### config.mk
export PLATFORM = sky130hd
export DESIGN_NAME = mmc_top
export DESIGN_NICKNAME = d
export VERILOG_FILES = /design/src/include/mmc_pkg.sv /design/src/rtl/mmc_top.sv
export VERILOG_INCLUDE_DIRS = /design/src /design/src/include
export SDC_FILE = /design/constraint.sdc
export NUM_CORES = 1
export LEC_CHECK = 0
export BUFFER_PORTS_ARGS = -buffer_cell sky130_fd_sc_hd__buf_2
export CAP_MARGIN = 20
export CORE_MARGIN = 10
export CORE_UTILIZATION = 29
export CTS_CLUSTER_DIAMETER = 40
export DETAILED_ROUTE_END_ITERATION = 10
export MAX_ROUTING_LAYER = met4
export PLACE_DENSITY = 0.51
export SYNTH_ARGS = -nofsm -noshare
export SYNTH_HDL_FRONTEND = slang
export SYNTH_SLANG_ARGS = --single-unit
### constraint.sdc
create_clock -name pclk -period 2.05 [get_ports pclk]
set_input_delay 0.1025 -clock pclk [delete_from_list [all_inputs] [get_ports pclk]]
set_output_delay 0.1025 -clock pclk [all_outputs]
set_load 0.02 [all_outputs]
### src/include/mmc_defines.svh
/*
 * Constants for the mode latch and memory map configuration block.
 * Assumes a 100 MHz pclk and word-aligned APB access.
 */
// Contract
// RQ1 - mode pin b high at reset selects normal mode, vector $FFFA
// RQ2 - mode pin b low at reset selects special mode, vector $BFFA
// RQ3 - pins b,a latch boot/special/expand: 10=000 11=001 00=110 01=011
// RQ4 - boot, special and expand flags are writable only while special is 1
// RQ5 - boot rom enable decodes boot rom at $BE40-$BFFF, else absent
// RQ6 - special flag once cleared cannot be set until next reset
// RQ7 - expand flag 1 enables external buses, 0 leaves pins as ports
// RQ8 - protected bits: first 64 cycles or once per reset; special bypasses
// RQ9 - setup register latched from nonvolatile cells at reset drives device
// RQ10 - setup register bits 6 and 5 always read one
// RQ11 - setup register writable directly only while special flag is 1
// RQ12 - rom placement 1 maps rom high, 0 low when expanded; single chip sets
// RQ13 - pull-up register enable gates pull-up assignment and all pull-ups
// RQ14 - watchdog disable 0 enables watchdog; security disable 1 turns off
// RQ15 - rom enable maps rom; reset sets in single chip, clears in test
// RQ16 - nvm enable includes the on-chip eeprom in the map
// RQ17 - ram and register map register: one write in first 64 cycles
// RQ18 - ram page field gives top digit; 1 KB ram at page start
// RQ19 - register page field gives top digit; 128-byte block at page start
// RQ20 - register block wins overlap, ram moves just after it
// RQ21 - nvm page bits 7-4 written once in normal modes, 3-0 any time
// RQ22 - nvm page field gives top digit; eeprom at $xD80-$xFFF
// RQ23 - after reset release mode pins are ignored until next reset
// RQ24 - write to protected bit outside its window changes nothing
`ifndef MMC_DEFINES_SVH
`define MMC_DEFINES_SVH
// register indexes, byte address is four times the index
`define MMC_IDX_NVM_PAGE 6'h37
`define MMC_IDX_MODE 6'h3c
`define MMC_IDX_INIT 6'h3d
`define MMC_IDX_SETUP 6'h3f
// reset values
`define MMC_RST_INIT 8'h00
`define MMC_RST_NVM_PAGE 8'h00
// setup register fixed-one bits 6:5
`define MMC_SETUP_ONES 2'h3
// timing
`define MMC_WIN_CYCLES 7'h40
`define MMC_SYNC_CYCLES 7'h03
// memory map
`define MMC_VEC_NORMAL 16'hfffa
`define MMC_VEC_SPECIAL 16'hbffa
`define MMC_BOOT_LO 16'hbe40
`define MMC_BOOT_HI 16'hbfff
`define MMC_RAM_SIZE 12'h400
`define MMC_REG_SIZE 12'h080
`define MMC_NVM_LO 12'hd80
`endif

### src/include/mmc_pkg.sv
/*
 * Types for the mode latch and memory map configuration block.
 * Assumes mmc_defines.svh holds the register, reset, timing and memory map constants.
 */
package mmc_pkg;
    // latched operating mode flags
    typedef struct packed {
        logic boot_rom_enable;
        logic special_mode_flag;
        logic bus_expand_flag;
    } mmc_mode_s;
    // setup latch fields, bits 7 and 4:0 of the register
    typedef struct packed {
        logic rom_placement;
        logic pullup_register_enable;
        logic security_disable;
        logic watchdog_disable;
        logic rom_enable;
        logic nvm_enable;
    } mmc_setup_s;
    // decoded region selects
    typedef struct packed {
        logic regs;
        logic ram;
        logic boot;
        logic nvm;
        logic rom;
    } mmc_sel_s;
    typedef enum logic [1:0] {
        MMC_ST_SYNC = 2'b01,
        MMC_ST_RUN = 2'b10
    } mmc_state_e;
endpackage : mmc_pkg

### src/rtl/mmc_top.sv
/*
 * Mode latch, protected configuration registers and memory map
 * decode, reached over APB.
 * Assumes mode pins and nonvolatile cells are stable around reset;
 * cpu_addr comes from logic on pclk.
 */
`timescale 1ns/1ps
`default_nettype none
`include "mmc_defines.svh"
module mmc_top
    import mmc_pkg::*;
(
    // clock and reset
    input wire logic pclk,
    input wire logic presetn,
    // apb slave
    input wire logic psel,
    input wire logic penable,
    input wire logic pwrite,
    input wire logic [11:0] paddr,
    input wire logic [31:0] pwdata,
    input wire logic [3:0] pstrb,
    output logic [31:0] prdata,
    output logic pready,
    output logic pslverr,
    // strap pins and nonvolatile cells
    input wire logic mode_pin_a,
    input wire logic mode_pin_b,
    input wire logic [7:0] nvm_cells,
    // cpu address to decode
    input wire logic [15:0] cpu_addr,
    // mode and configuration state
    output mmc_mode_s mode,
    output mmc_setup_s setup,
    output logic watchdog_enable,
    output logic [15:0] reset_vector,
    output logic [7:0] ram_reg_map,
    output logic [7:0] nvm_page_map,
    output logic config_ready,
    // decode results, one cycle after cpu_addr
    output mmc_sel_s sel,
    output logic [9:0] ram_index
);

    mmc_state_e st_ff;
    logic [9:0] sy1_ff;
    logic [9:0] sy2_ff;
    logic [9:0] sy3_ff;
    logic [6:0] cnt_ff;
    mmc_mode_s mode_ff;
    mmc_setup_s setup_ff;
    logic [7:0] init_ff;
    logic init_done_ff;
    logic [7:0] nvm_pg_ff;
    logic nvm_pg_done_ff;
    logic [15:0] vec_ff;
    logic pready_ff;
    logic pslverr_ff;
    logic [31:0] prdata_ff;
    mmc_sel_s sel_ff;
    logic [9:0] ram_idx_ff;
    logic wdog_ff;

    logic cap;
    logic win;
    logic setup_ph;
    logic acc;
    logic wr;
    logic [5:0] idx;
    logic hit;
    logic [7:0] wd;
    logic [7:0] rd;
    mmc_mode_s nxt_mode;
    mmc_setup_s nxt_setup;

    // three-stage synchroniser for straps and cells
    always_ff @(posedge pclk or negedge presetn) begin
        if (!presetn) begin
            sy1_ff <= 10'h000;
            sy2_ff <= 10'h000;
            sy3_ff <= 10'h000;
        end else begin
            sy1_ff <= {mode_pin_b, mode_pin_a, nvm_cells};
            sy2_ff <= sy1_ff;
            sy3_ff <= sy2_ff;
        end
    end

    // capture once the chain has filled and stages two and three agree
    assign cap = (st_ff == MMC_ST_SYNC) && (cnt_ff >= `MMC_SYNC_CYCLES)
        && (sy2_ff == sy3_ff);

    // 64-cycle protection window, counted from reset release
    assign win = cnt_ff < `MMC_WIN_CYCLES; // [RQ8] [RQ17]

    always_ff @(posedge pclk or negedge presetn) begin
        if (!presetn) begin
            cnt_ff <= 7'h00;
        end else if (cnt_ff < `MMC_WIN_CYCLES) begin
            cnt_ff <= cnt_ff + 7'h01;
        end
    end

    // sync then run; pins never looked at again once running
    always_ff @(posedge pclk or negedge presetn) begin
        if (!presetn) begin
            st_ff <= MMC_ST_SYNC;
        end else begin
            case (st_ff)
                MMC_ST_SYNC: begin
                    if (cap) begin
                        st_ff <= MMC_ST_RUN; // [RQ23]
                    end
                end
                MMC_ST_RUN: begin
                    st_ff <= MMC_ST_RUN;
                end
                default: begin
                    st_ff <= MMC_ST_SYNC;
                end
            endcase
        end
    end

    // apb decode
    assign setup_ph = psel && !penable;
    assign acc = psel && penable && pready_ff;
    assign idx = paddr[7:2];
    assign hit = (paddr[11:8] == 4'h0) && (paddr[1:0] == 2'b00)
        && (idx == `MMC_IDX_NVM_PAGE || idx == `MMC_IDX_MODE
        || idx == `MMC_IDX_INIT || idx == `MMC_IDX_SETUP);
    // only lane 0 carries the byte-wide registers
    assign wr = acc && pwrite && pstrb[0] && !pslverr_ff;
    assign wd = pwdata[7:0];

    // read mux
    always_comb begin
        rd = 8'h00;
        case (idx)
            `MMC_IDX_MODE: rd = {mode_ff, 5'h00};
            `MMC_IDX_INIT: rd = init_ff;
            `MMC_IDX_NVM_PAGE: rd = nvm_pg_ff;
            `MMC_IDX_SETUP: begin
                rd = {setup_ff.rom_placement, `MMC_SETUP_ONES,
                    setup_ff[4:0]}; // [RQ9] [RQ10]
            end
            default: rd = 8'h00;
        endcase
    end

    // zero-wait answer: pready rises in the first access cycle
    always_ff @(posedge pclk or negedge presetn) begin
        if (!presetn) begin
            pready_ff <= 1'b0;
            pslverr_ff <= 1'b0;
            prdata_ff <= 32'h0000_0000;
        end else begin
            pready_ff <= setup_ph;
            if (setup_ph) begin
                // refuse everything until the straps are latched
                pslverr_ff <= !hit || (st_ff != MMC_ST_RUN);
                prdata_ff <= hit ? {24'h000000, rd} : 32'h0000_0000;
            end
        end
    end

    // mode flags from the straps; later writes only in special mode
    always_comb begin
        nxt_mode = mode_ff;
        if (cap) begin
            case (sy3_ff[9:8])
                2'b10: nxt_mode = 3'b000; // [RQ3]
                2'b11: nxt_mode = 3'b001; // [RQ3]
                2'b00: nxt_mode = 3'b110; // [RQ3]
                2'b01: nxt_mode = 3'b011; // [RQ3]
                default: nxt_mode = 3'b000;
            endcase
        end else if (wr && idx == `MMC_IDX_MODE
                && mode_ff.special_mode_flag) begin // [RQ4] [RQ24]
            nxt_mode.boot_rom_enable = wd[7];
            // a cleared flag stays cleared
            nxt_mode.special_mode_flag = wd[6]; // [RQ6]
            nxt_mode.bus_expand_flag = wd[5]; // [RQ7]
        end
    end

    always_ff @(posedge pclk or negedge presetn) begin
        if (!presetn) begin
            mode_ff <= 3'b000;
        end else begin
            mode_ff <= nxt_mode;
        end
    end

    // vector area chosen by the strapped special flag
    always_ff @(posedge pclk or negedge presetn) begin
        if (!presetn) begin
            vec_ff <= `MMC_VEC_NORMAL;
        end else if (cap) begin
            vec_ff <= sy3_ff[9] ? `MMC_VEC_NORMAL // [RQ1]
                : `MMC_VEC_SPECIAL; // [RQ2]
        end
    end

    // setup latch: loaded from cells, rom bits forced by mode
    always_comb begin
        nxt_setup = setup_ff;
        if (cap) begin
            nxt_setup = {sy3_ff[7], sy3_ff[4:0]}; // [RQ9]
            if (nxt_mode == 3'b000) begin
                nxt_setup.rom_placement = 1'b1; // [RQ12]
                nxt_setup.rom_enable = 1'b1; // [RQ15]
            end else if (nxt_mode == 3'b011) begin
                nxt_setup.rom_enable = 1'b0; // [RQ15]
            end
        end else if (wr && idx == `MMC_IDX_SETUP
                && mode_ff.special_mode_flag) begin // [RQ11] [RQ24]
            nxt_setup = {wd[7], wd[4:0]};
        end
    end

    always_ff @(posedge pclk or negedge presetn) begin
        if (!presetn) begin
            setup_ff <= 6'h00;
        end else begin
            setup_ff <= nxt_setup;
        end
    end

    // ram and register page: one write inside the window, any write while special
    always_ff @(posedge pclk or negedge presetn) begin
        if (!presetn) begin
            init_ff <= `MMC_RST_INIT;
            init_done_ff <= 1'b0;
        end else if (wr && idx == `MMC_IDX_INIT) begin
            if (mode_ff.special_mode_flag
                    || (win && !init_done_ff)) begin // [RQ17] [RQ8]
                init_ff <= wd;
                init_done_ff <= 1'b1;
            end
        end
    end

    // nvm page high nibble once in normal modes; low nibble free
    always_ff @(posedge pclk or negedge presetn) begin
        if (!presetn) begin
            nvm_pg_ff <= `MMC_RST_NVM_PAGE;
            nvm_pg_done_ff <= 1'b0;
        end else if (wr && idx == `MMC_IDX_NVM_PAGE) begin
            nvm_pg_ff[3:0] <= wd[3:0]; // [RQ21]
            if (mode_ff.special_mode_flag || !nvm_pg_done_ff) begin
                nvm_pg_ff[7:4] <= wd[7:4]; // [RQ21] [RQ24]
                nvm_pg_done_ff <= 1'b1;
            end
        end
    end

    // region decode, registered; registers first, then ram, boot,
    // nvm, rom. ram offset is relative to its moved base.
    logic [11:0] off;
    logic [11:0] ram_off;
    logic same_pg;
    logic reg_hit;
    logic ram_hit;
    logic boot_hit;
    logic nvm_hit;
    logic rom_hit;
    assign off = cpu_addr[11:0];
    assign same_pg = init_ff[7:4] == init_ff[3:0];
    assign reg_hit = cpu_addr[15:12] == init_ff[3:0]
        && off < `MMC_REG_SIZE; // [RQ19]
    assign ram_off = same_pg ? off - `MMC_REG_SIZE : off; // [RQ20]
    assign ram_hit = cpu_addr[15:12] == init_ff[7:4] && !reg_hit
        && (!same_pg || off >= `MMC_REG_SIZE)
        && ram_off < `MMC_RAM_SIZE; // [RQ18] [RQ20]
    assign boot_hit = mode_ff.boot_rom_enable
        && cpu_addr >= `MMC_BOOT_LO
        && cpu_addr <= `MMC_BOOT_HI; // [RQ5]
    assign nvm_hit = setup_ff.nvm_enable
        && cpu_addr[15:12] == nvm_pg_ff[7:4]
        && off >= `MMC_NVM_LO; // [RQ16] [RQ22]
    // low-half rom exists only on an expanded bus
    assign rom_hit = setup_ff.rom_enable
        && (setup_ff.rom_placement || !mode_ff.bus_expand_flag
        ? cpu_addr[15] : !cpu_addr[15]); // [RQ12] [RQ15]

    always_ff @(posedge pclk or negedge presetn) begin
        if (!presetn) begin
            sel_ff <= 5'h00;
            ram_idx_ff <= 10'h000;
        end else if (st_ff == MMC_ST_RUN) begin
            sel_ff.regs <= reg_hit;
            sel_ff.ram <= ram_hit;
            sel_ff.boot <= boot_hit && !reg_hit && !ram_hit;
            sel_ff.nvm <= nvm_hit && !reg_hit && !ram_hit
                && !boot_hit;
            sel_ff.rom <= rom_hit && !reg_hit && !ram_hit
                && !boot_hit && !nvm_hit;
            ram_idx_ff <= ram_off[9:0];
        end
    end

    // watchdog runs unless disabled in the setup latch
    always_ff @(posedge pclk or negedge presetn) begin
        if (!presetn) begin
            wdog_ff <= 1'b0;
        end else begin
            wdog_ff <= (st_ff == MMC_ST_RUN)
                && !setup_ff.watchdog_disable; // [RQ14]
        end
    end

    // outputs, each straight from a flop
    assign prdata = prdata_ff;
    assign pready = pready_ff;
    assign pslverr = pslverr_ff;
    assign mode = mode_ff;
    assign setup = setup_ff; // [RQ13] [RQ14]
    assign watchdog_enable = wdog_ff;
    assign reset_vector = vec_ff;
    assign ram_reg_map = init_ff;
    assign nvm_page_map = nvm_pg_ff;
    assign config_ready = st_ff[1];
    assign sel = sel_ff;
    assign ram_index = ram_idx_ff;
endmodule : mmc_top
`default_nettype wire

# Word-level counts from Yosys, hierarchy flattened
# Index checks and enable logic that the tools add are counted.
[totals]
ram_bits = 0
latchBits = 0
mem_bits_ro = 0
inputBits = 79
mem_count = 0
ff_bits = 132
[op_classes]
div = 0
mux = 15
add_sub_neg = 2
n_eq_ne = 17
shift = 0
n_bitwise = 0
order_cmp = 8
n_reduce_logical = 64
n_mul = 0
[ops]
columns = ["op", "count"]
rows = [
  ["logical AND 1 bit", 36],
  ["case mux 8 bit (4 select lines)", 1],
  ["equality test 6 bit (second input constant)", 4],
  ["equality test 4 bit", 4],
  [">= comparator 16 bit (second input constant)", 1],
  ["less-or-equal comparator 16 bit (second input constant)", 1],
  ["two-way mux 15 bit", 1],
  ["logical NOT 1 bit", 13],
  [">= comparator 12 bit (second input constant)", 1],
  [">= comparator 12 x 8 -> 1 bit (second input constant)", 1],
  ["less-than comparator 12 x 11 -> 1 bit (second input constant)", 1],
  ["less-than comparator 12 x 8 -> 1 bit (second input constant)", 1],
  ["two-way mux 12 bit", 1],
  ["two-way mux 6 bit", 2],
  ["case mux 3 bit (4 select lines)", 1],
  ["subtractor 12 x 8 -> 12 bit (second input constant)", 1],
  ["equality test 10 bit", 1],
  ["logical OR 1 bit", 8],
  ["two-way mux 8 bit", 1],
  ["adder 7 x 1 -> 7 bit (second input constant)", 1],
  [">= comparator 7 x 2 -> 1 bit (second input constant)", 1],
  ["less-than comparator 7 bit (second input constant)", 1],
  ["equality test 2 bit (second input constant)", 3],
  ["two-way mux 3 bit", 2],
  ["other kinds (11)", 18],
]

# Depth between registers and ports, before layout
# Gate-level depths: netlist of the first run.
[logic_depth]
ltp_word = 13
depth_mapped = 8
depth_no_buf = 7

# Worst setup path after synthesis of the first run
# Ideal clock, no wire load.
[synth_path]
path_type = "reg-to-reg"
from = "register cnt_ff[0]"
to = "register mode_ff, in the netlist mode[2]"
setup_time_ns = 0.118
required_ns = 1.932
t_arrival_ns = 1.901
path_slack_ns = 0.031
path_stages_with_launch = 8
cell_sequence = "dfrtp_1 ha_1 nor2_2 a311o_1 or4_4 buf_6 buf_6 a21o_1"
[synth_lines]
columns = ["element", "line", "rtl"]
rows = [
  ["start, declared", "mmc_top.sv:49", "logic [6:0] cnt_ff;"],
  ["start signal, assigned", "mmc_top.sv:100", "cnt_ff <= cnt_ff + 7'h01;"],
  ["end signal, assigned", "mmc_top.sv:191", "mode_ff <= nxt_mode;"],
  ["end, declared", "mmc_top.sv:50", "mmc_mode_s mode_ff;"],
]

# Worst setup path in the final report of the first run
[layout_path]
from = "register cnt_ff[1]"
to = "register vec_ff[14] (netlist: reset_vector[14])"
[layout_between]
elab_chain_cells = 3
[layout_rtl]
columns = ["element", "line", "rtl"]
rows = [
  [">= comparator 7 x 2 -> 1 bit (no line)", "--", ""],
  ["logical AND 1 bit (2 in series)", "mmc_top.sv:90", "assign cap = (st_ff == MMC_ST_SYNC) && (cnt_ff >= `MMC_SYNC_CYCLES)"],
  ["end signal, assigned", "mmc_top.sv:198", "vec_ff <= `MMC_VEC_NORMAL;"],
  ["end signal, assigned", "mmc_top.sv:200", "vec_ff <= sy3_ff[9] ? `MMC_VEC_NORMAL"],
  ["end, declared", "mmc_top.sv:56", "logic [15:0] vec_ff;"],
]
# Every way passes these cells.
# A chain may end at the register's enable or synchronous reset.

==> run metrics, run 1 <==
outcome finished clean; number of remaining DRC errors 0; Setup Skew 0.00887 ns; die height 143 microns; pin count of the biggest net entering global routing 63; multiplexer share of the synthesized area 0.108; Num Clock Sinks 93; DRT antenna net count 0; Leakage 2.75 nW; crit-path max FO 7; drt pass-1 iters 4; Synth Flop Type dfrtp_1; Via Count 3,132; synthesized flop and latch total 93; GP Congestion 0.874; nets 601; clock latency on the worst-skew pair 0.35 ns; 1st-iter DRT viols 176; distinct cell type count of the synthesized netlist 52; Core Area 0.0146 sq mm; simple-gate share of the synthesized area 0.113; port bufs 104; CP delay by family, top simple AND/OR/NAND/NOR gates; final-report setup violation count 0; most common cell after layout, fill and taps aside buf_2; post-layout min period 2.00 ns; first-pass GRT wire length 18.2 mm; GRT overflow 0; Post-Synth Adder-Cell Area 0.0144; reg2reg end reset_vector[14]; CP endpoint kind register; most frequent cells in the layout buf_2, dfrtp_1, conb_1; boundary pin count 171; clk slew on worst S/H paths 0.07 ns; Post-synth EDFFs 0; max incr delay on CP 0.57 ns; FP Rows 44; CTS tree yes; hold endpoint nvm_page_map[6]; Slew Viols, Final 0; final worst setup slack 0.0462 ns; CP Cell Sequence ha_2 > nor2_2 > a311o_1 > or4_4 > buf_6 > mux2_4; Worst EP required 2.33 ns; mapped cell area 0.00436 sq mm; post-synthesis xor/xnor area fraction 0.0684; max frequency 0.499 GHz; Power per Cell Area 874 mW/mm^2; final std cells w/o fill 707; power share of the clock group 0.357; Cell Int Power 3.40 mW; CP max-delay cell or4_4; Die W 143 microns; Ys Warns 0; routed length per instance 16.7 microns; drt total wl 11.8 mm; max-cap viol count 0; fin crit share 0.977; crit path DAT 2.28 ns; Net Sw Frac 0.302; number of global-route vias before repair 3,288; post-DP HPWL 9.38 mm; buffers and inverters on the worst path 1; Compound-Gate Fraction of Synth Area 0.0729; pre-CTS setup slack -0.0140 ns; largest family of logic cells by synthesized area simple AND/OR/NAND/NOR gates; # H-tree levels 3; Reg2Reg Setup Slack 0.05 ns; Initial Util 0.298; NetSw 1.47 mW; layout cells sized above 1 0.360; number of buffers created by CTS 9; R2R Path Start cnt_ff[1]; HP Class input port to register; post-synthesis sequential area ratio 0.535; asr flop ratio synth 1.00; combinational share of power 0.209; setup TNS 0 ns; area of the die 0.0203 sq mm; Mapped Cells 378; Peak VDD IR 526 uV; CTS Buffer Depth 2; Mean Syn Cell Area 11.5 sq um; worst r2r path cells 6; antenna violations before repair 1; Root Driver clkbuf_16; drt via density 4.43; Layout Area Growth over Synthesis 27.8%; Worst Min Path Start pwdata[6]; Total GRT Usage 0.118; Flop pwr share 0.434; crit path launch type register; # placed instances 674; Crit Path Category register to register; Hold Path Stages 2; RSZ-0062 raised after global routing true; final hold vios 0
[timing repair]
action | CTS | global route
gates resized for setup | 1 | 8
hold endpoints to repair | 43 | 0
pin swaps | 0 | 4
cloned | 0 | 1
hold buffers | 14 | 0
setup endpoints to repair | 4 | 9
setup buffers | 1 | 0
[metal layers]
layer  track usage  vias to the layer above  wire length [microns]
li1              -                     1510                      -
met1         0.134                     1491                   5000
met2         0.189                      115                   5600
met3        0.0467                       16                   1020
met4        0.0331                        0                    171
met5             -                        -                      0
[power groups by stage]
stage	logic, mW	registers (mW)	clock network [mW]
after floorplan	0.504	2.30	0
after global routing	1.12	2.14	1.86
after CTS	1.02	2.12	1.79
after global placement	0.981	2.14	0
after detailed placement	0.998	2.15	0
final	1.02	2.11	1.74
[final cells by class]
type                       instances  area, sq um
clock buffer                       9          225
fill                            1478         9070
antenna                            1         2.50
tap                              184          230
inverter                           8         30.0
timing repair buffer             140          846
sequential                        93         2330
multi-input combinational        265         1820
clock inverter                     7         90.1
[worst max-delay path by stage]
stage,depth (start not counted),slack [ns],end,start
after floorplan,7,0.03,mode[2],cnt_ff[0]
after global placement,6,0.03,reset_vector[14],cnt_ff[1]
after detailed placement,6,-0.01,reset_vector[14],cnt_ff[1]
after CTS,6,0.0007,reset_vector[14],cnt_ff[0]
after global routing,6,-0.008,reset_vector[14],cnt_ff[0]
final,6,0.05,reset_vector[14],cnt_ff[1]
[sequential cells by signal, summed over array words and instances (netlist names), 2 cells and up]
register,count
cnt_ff,7
mode,3
nvm_page_map,8
prdata,8
ram_index,10
ram_reg_map,8
sel,5
setup,6
st_ff,2
sy1_ff,10
sy2_ff,10
sy3_ff,10
[stage by stage]
step | hold WS [ns] | total power, mW | util | area, sq um
6_report | 0.0136 | 4.87 | 0.380 | 5570
4_1_cts | 0.00129 | 4.92 | 0.377 | 5530
5_1_grt | 0.00864 | 5.12 | 0.380 | 5570
2_1_floorplan | -0.193 | 2.80 | - | 4500
3_3_place_gp | 0.0739 | 3.12 | 0.346 | 5060
3_5_place_dp | 0.0857 | 3.15 | 0.346 | 5060
[cell usage after synthesis (2+ instances only)]
master | number | share of area
nand3_1 | 7 | 0.0080
o21ai_0 | 13 | 0.015
dfrtp_1 | 91 | 0.52
inv_1 | 7 | 0.0060
nor2b_1 | 2 | 0.0029
nand4_1 | 6 | 0.0086
xnor2_1 | 20 | 0.040
dfstp_2 | 2 | 0.012
nor2_1 | 22 | 0.019
nand2_1 | 21 | 0.018
nand2b_1 | 5 | 0.0072
or2_2 | 3 | 0.0043
buf_6 | 2 | 0.0052
clkbuf_1 | 5 | 0.0043
xor2_1 | 14 | 0.028
a21oi_1 | 23 | 0.026
ha_1 | 5 | 0.014
mux2_2 | 27 | 0.070
nor4_1 | 5 | 0.0072
o211ai_1 | 2 | 0.0034
nor3b_2 | 2 | 0.0057
and3_1 | 5 | 0.0072
mux2i_1 | 14 | 0.032
conb_1 | 2 | 0.0017
or3_1 | 4 | 0.0057
nand4b_1 | 2 | 0.0040
nor3_1 | 3 | 0.0034
buf_4 | 40 | 0.069
[kinds of logic (layout without fill, tap and decap cells)]
logic type / count (synthesis) / count (layout)
other: 2 / 40
DFF: 93 / 93
adders and majority gates: 5 / 5
AOI/OAI and AO/OA: 52 / 52
xor gates and xnor gates: 34 / 34
muxes: 43 / 43
buffers and inverters: 57 / 164
and+or+nand+nor: 92 / 92
Note: power is estimated with default switching activity, not from simulation.
==> run 2: changes to the inputs <==
CELL_PAD_IN_SITES_DETAIL_PLACEMENT = 1   (was not set)
CELL_PAD_IN_SITES_GLOBAL_PLACEMENT = 2   (was not set)
CORE_UTILIZATION = 27   (was 29)
PLACE_DENSITY = 0.73   (was 0.51)
==> run 2 against run 1 <==
Effect of this change:
- first-iteration DRC count down 43%
- clock power down 7%
- via count up 0.93%
- hold slack about the same
- critical path depth up 1
- sequential power about the same
- combinational power about the same
- cell count up 3.8%
- critical path type unchanged
==> run metrics, run 2 (same netlist as run 1, synthesis figures left out) <==
1st-iter DRT viols 100 (was 176); final worst setup slack 0.00948 ns (was 0.0462 ns); NetSw 1.47 mW (about the same); crit-path max FO 10 (was 7); clock latency on the worst-skew pair 0.35 ns (about the same); number of buffers created by CTS 9 (unchanged); drt total wl 12.6 mm (was 11.8 mm); Worst EP required 2.28 ns (was 2.33 ns); drt pass-1 iters 4 (unchanged); CP endpoint kind register (unchanged); pre-CTS setup slack -0.0678 ns (was -0.0140 ns); CP Launch Point cnt_ff[1] (unchanged); nets 597 (was 601); FP Rows 46 (was 44); first-pass GRT wire length 19.9 mm (was 18.2 mm); Layout Area Growth over Synthesis 27.6% (was 27.8%); Total GRT Usage 0.120 (was 0.118); Peak VDD IR 420 uV (was 526 uV); Net Sw Frac 0.309 (was 0.302); max frequency 0.490 GHz (was 0.499 GHz); GRT overflow 0 (unchanged); max-cap viol count 0 (unchanged); final hold vios 0 (unchanged); worst r2r path cells 7 (was 6); combinational share of power 0.217 (was 0.209); post-DP HPWL 10.1 mm (was 9.38 mm); CTS Buffer Depth 2 (unchanged); routed length per instance 17.2 microns (was 16.7 microns); Root Driver clkbuf_16 (unchanged); Die W 147 microns (was 143 microns); fin crit share 0.995 (was 0.977); power share of the clock group 0.339 (was 0.357); Cell Int Power 3.29 mW (was 3.40 mW); most frequent cells in the layout buf_2, dfrtp_1, conb_1 (unchanged); port bufs 104 (unchanged); CTS tree yes (unchanged); Num Clock Sinks 93 (unchanged); boundary pin count 171 (unchanged); # H-tree levels 3 (unchanged); RSZ-0062 raised after global routing true (unchanged); final-report setup violation count 0 (unchanged); R2R Path Start cnt_ff[1] (unchanged); drt via density 4.31 (was 4.43); Via Count 3,161 (was 3,132); DRT antenna net count 0 (unchanged); Worst Min Path Start cpu_addr[3] (was pwdata[6]); post-layout min period 2.04 ns (was 2.00 ns); HP Class input port to register (unchanged); Hold Path Stages 2 (unchanged); Flop pwr share 0.444 (was 0.434); Power per Cell Area 857 mW/mm^2 (was 874 mW/mm^2); Crit Path Category register to register (unchanged); crit path launch type register (unchanged); area of the die 0.0216 sq mm (was 0.0203 sq mm); outcome finished clean (unchanged); most common cell after layout, fill and taps aside buf_2 (unchanged); antenna violations before repair 0 (was 1); pin count of the biggest net entering global routing 42 (was 63); layout cells sized above 1 0.357 (was 0.360); GP Congestion 0.858 (was 0.874); crit path DAT 2.27 ns (was 2.28 ns); Core Area 0.0158 sq mm (was 0.0146 sq mm); clk slew on worst S/H paths 0.07 ns (about the same); Initial Util 0.275 (was 0.298); number of global-route vias before repair 3,501 (was 3,288); Setup Skew 0.00829 ns (was 0.00887 ns); Antenna Cells 0 (was 1); die height 147 microns (was 143 microns); Leakage 2.73 nW (was 2.75 nW); setup TNS 0 ns (unchanged); fill count 1,766 (was 1,478); number of remaining DRC errors 0 (unchanged); Slew Viols, Final 0 (unchanged)
-- run 2: critical path: stages, from the launching register on --
cell,delay (ns)
dfrtp_1,0.38
ha_2,0.20
nor2_2,0.04
a311o_1,0.31
or4_4,0.58
buf_6,0.17
nor3_1,0.18
a21oi_1,0.06
-- run 2: through the flow --
step	cells	utilization	cell area, sq um	hold slack, ns	total power [mW]
after global placement	703	0.321	5080	0.0858	3.11
after global routing	734	0.351	5560	0.00939	5.03
final	734	0.351	5560	0.0137	4.77
after detailed placement	703	0.321	5080	0.0982	3.15
after floorplan	415	-	4500	-0.193	2.80
after CTS	734	0.349	5530	0.000580	4.83
-- run 2: timing repair --
action / CTS / global route
hold buffers: 14 / 0
pin swaps: 3 / 4
gates resized for setup: 6 / 6
endpoints found under the hold margin: 43 / 0
setup buffers: 1 / 0
endpoints found under the setup margin: 7 / 9
-- run 2: routing by layer --
| metal | track usage | share of wire | up-vias | routed length (microns) |
|---|---|---|---|---|
| met5 | - | 0 | - | 0 |
| met4 | 0.0540 | 0.028 | 0 | 354 |
| met3 | 0.0316 | 0.050 | 19 | 628 |
| met2 | 0.193 | 0.48 | 89 | 6060 |
| met1 | 0.138 | 0.44 | 1548 | 5570 |
| li1 | - | - | 1505 | - |
-- run 2: final timing paths --
kind | endpoint | slack [ns]
max | setup[5] | 0.009
min in group asynchronous | ram_index[9] | 0.25
max in group asynchronous | reset_vector[14] | 1.08
max reg2reg | setup[5] | 0.009
min reg2reg | sy2_ff[8] | 0.35
min | ram_index[3] | 0.01
-- run 2: cell type report --
class / count / area [sq um] / area share
flip-flops and latches: 93 / 2330 / 0.419
multi-input cells: 265 / 1820 / 0.328
repair buffers: 136 / 822 / 0.148
well taps: 216 / 270 / 0.0486
clock buffers: 10 / 239 / 0.0430
clock inverters: 6 / 43.8 / 0.00788
inverters: 8 / 30.0 / 0.00540
-- run 2: power groups by stage --
stage | Clock, mW | Sequential, mW | Combinational, mW
floorplan | 0 | 2.30 | 0.504
global placement | 0 | 2.14 | 0.966
detailed placement | 0 | 2.15 | 0.997
CTS | 1.67 | 2.12 | 1.03
global route | 1.74 | 2.14 | 1.14
finish | 1.61 | 2.12 | 1.04
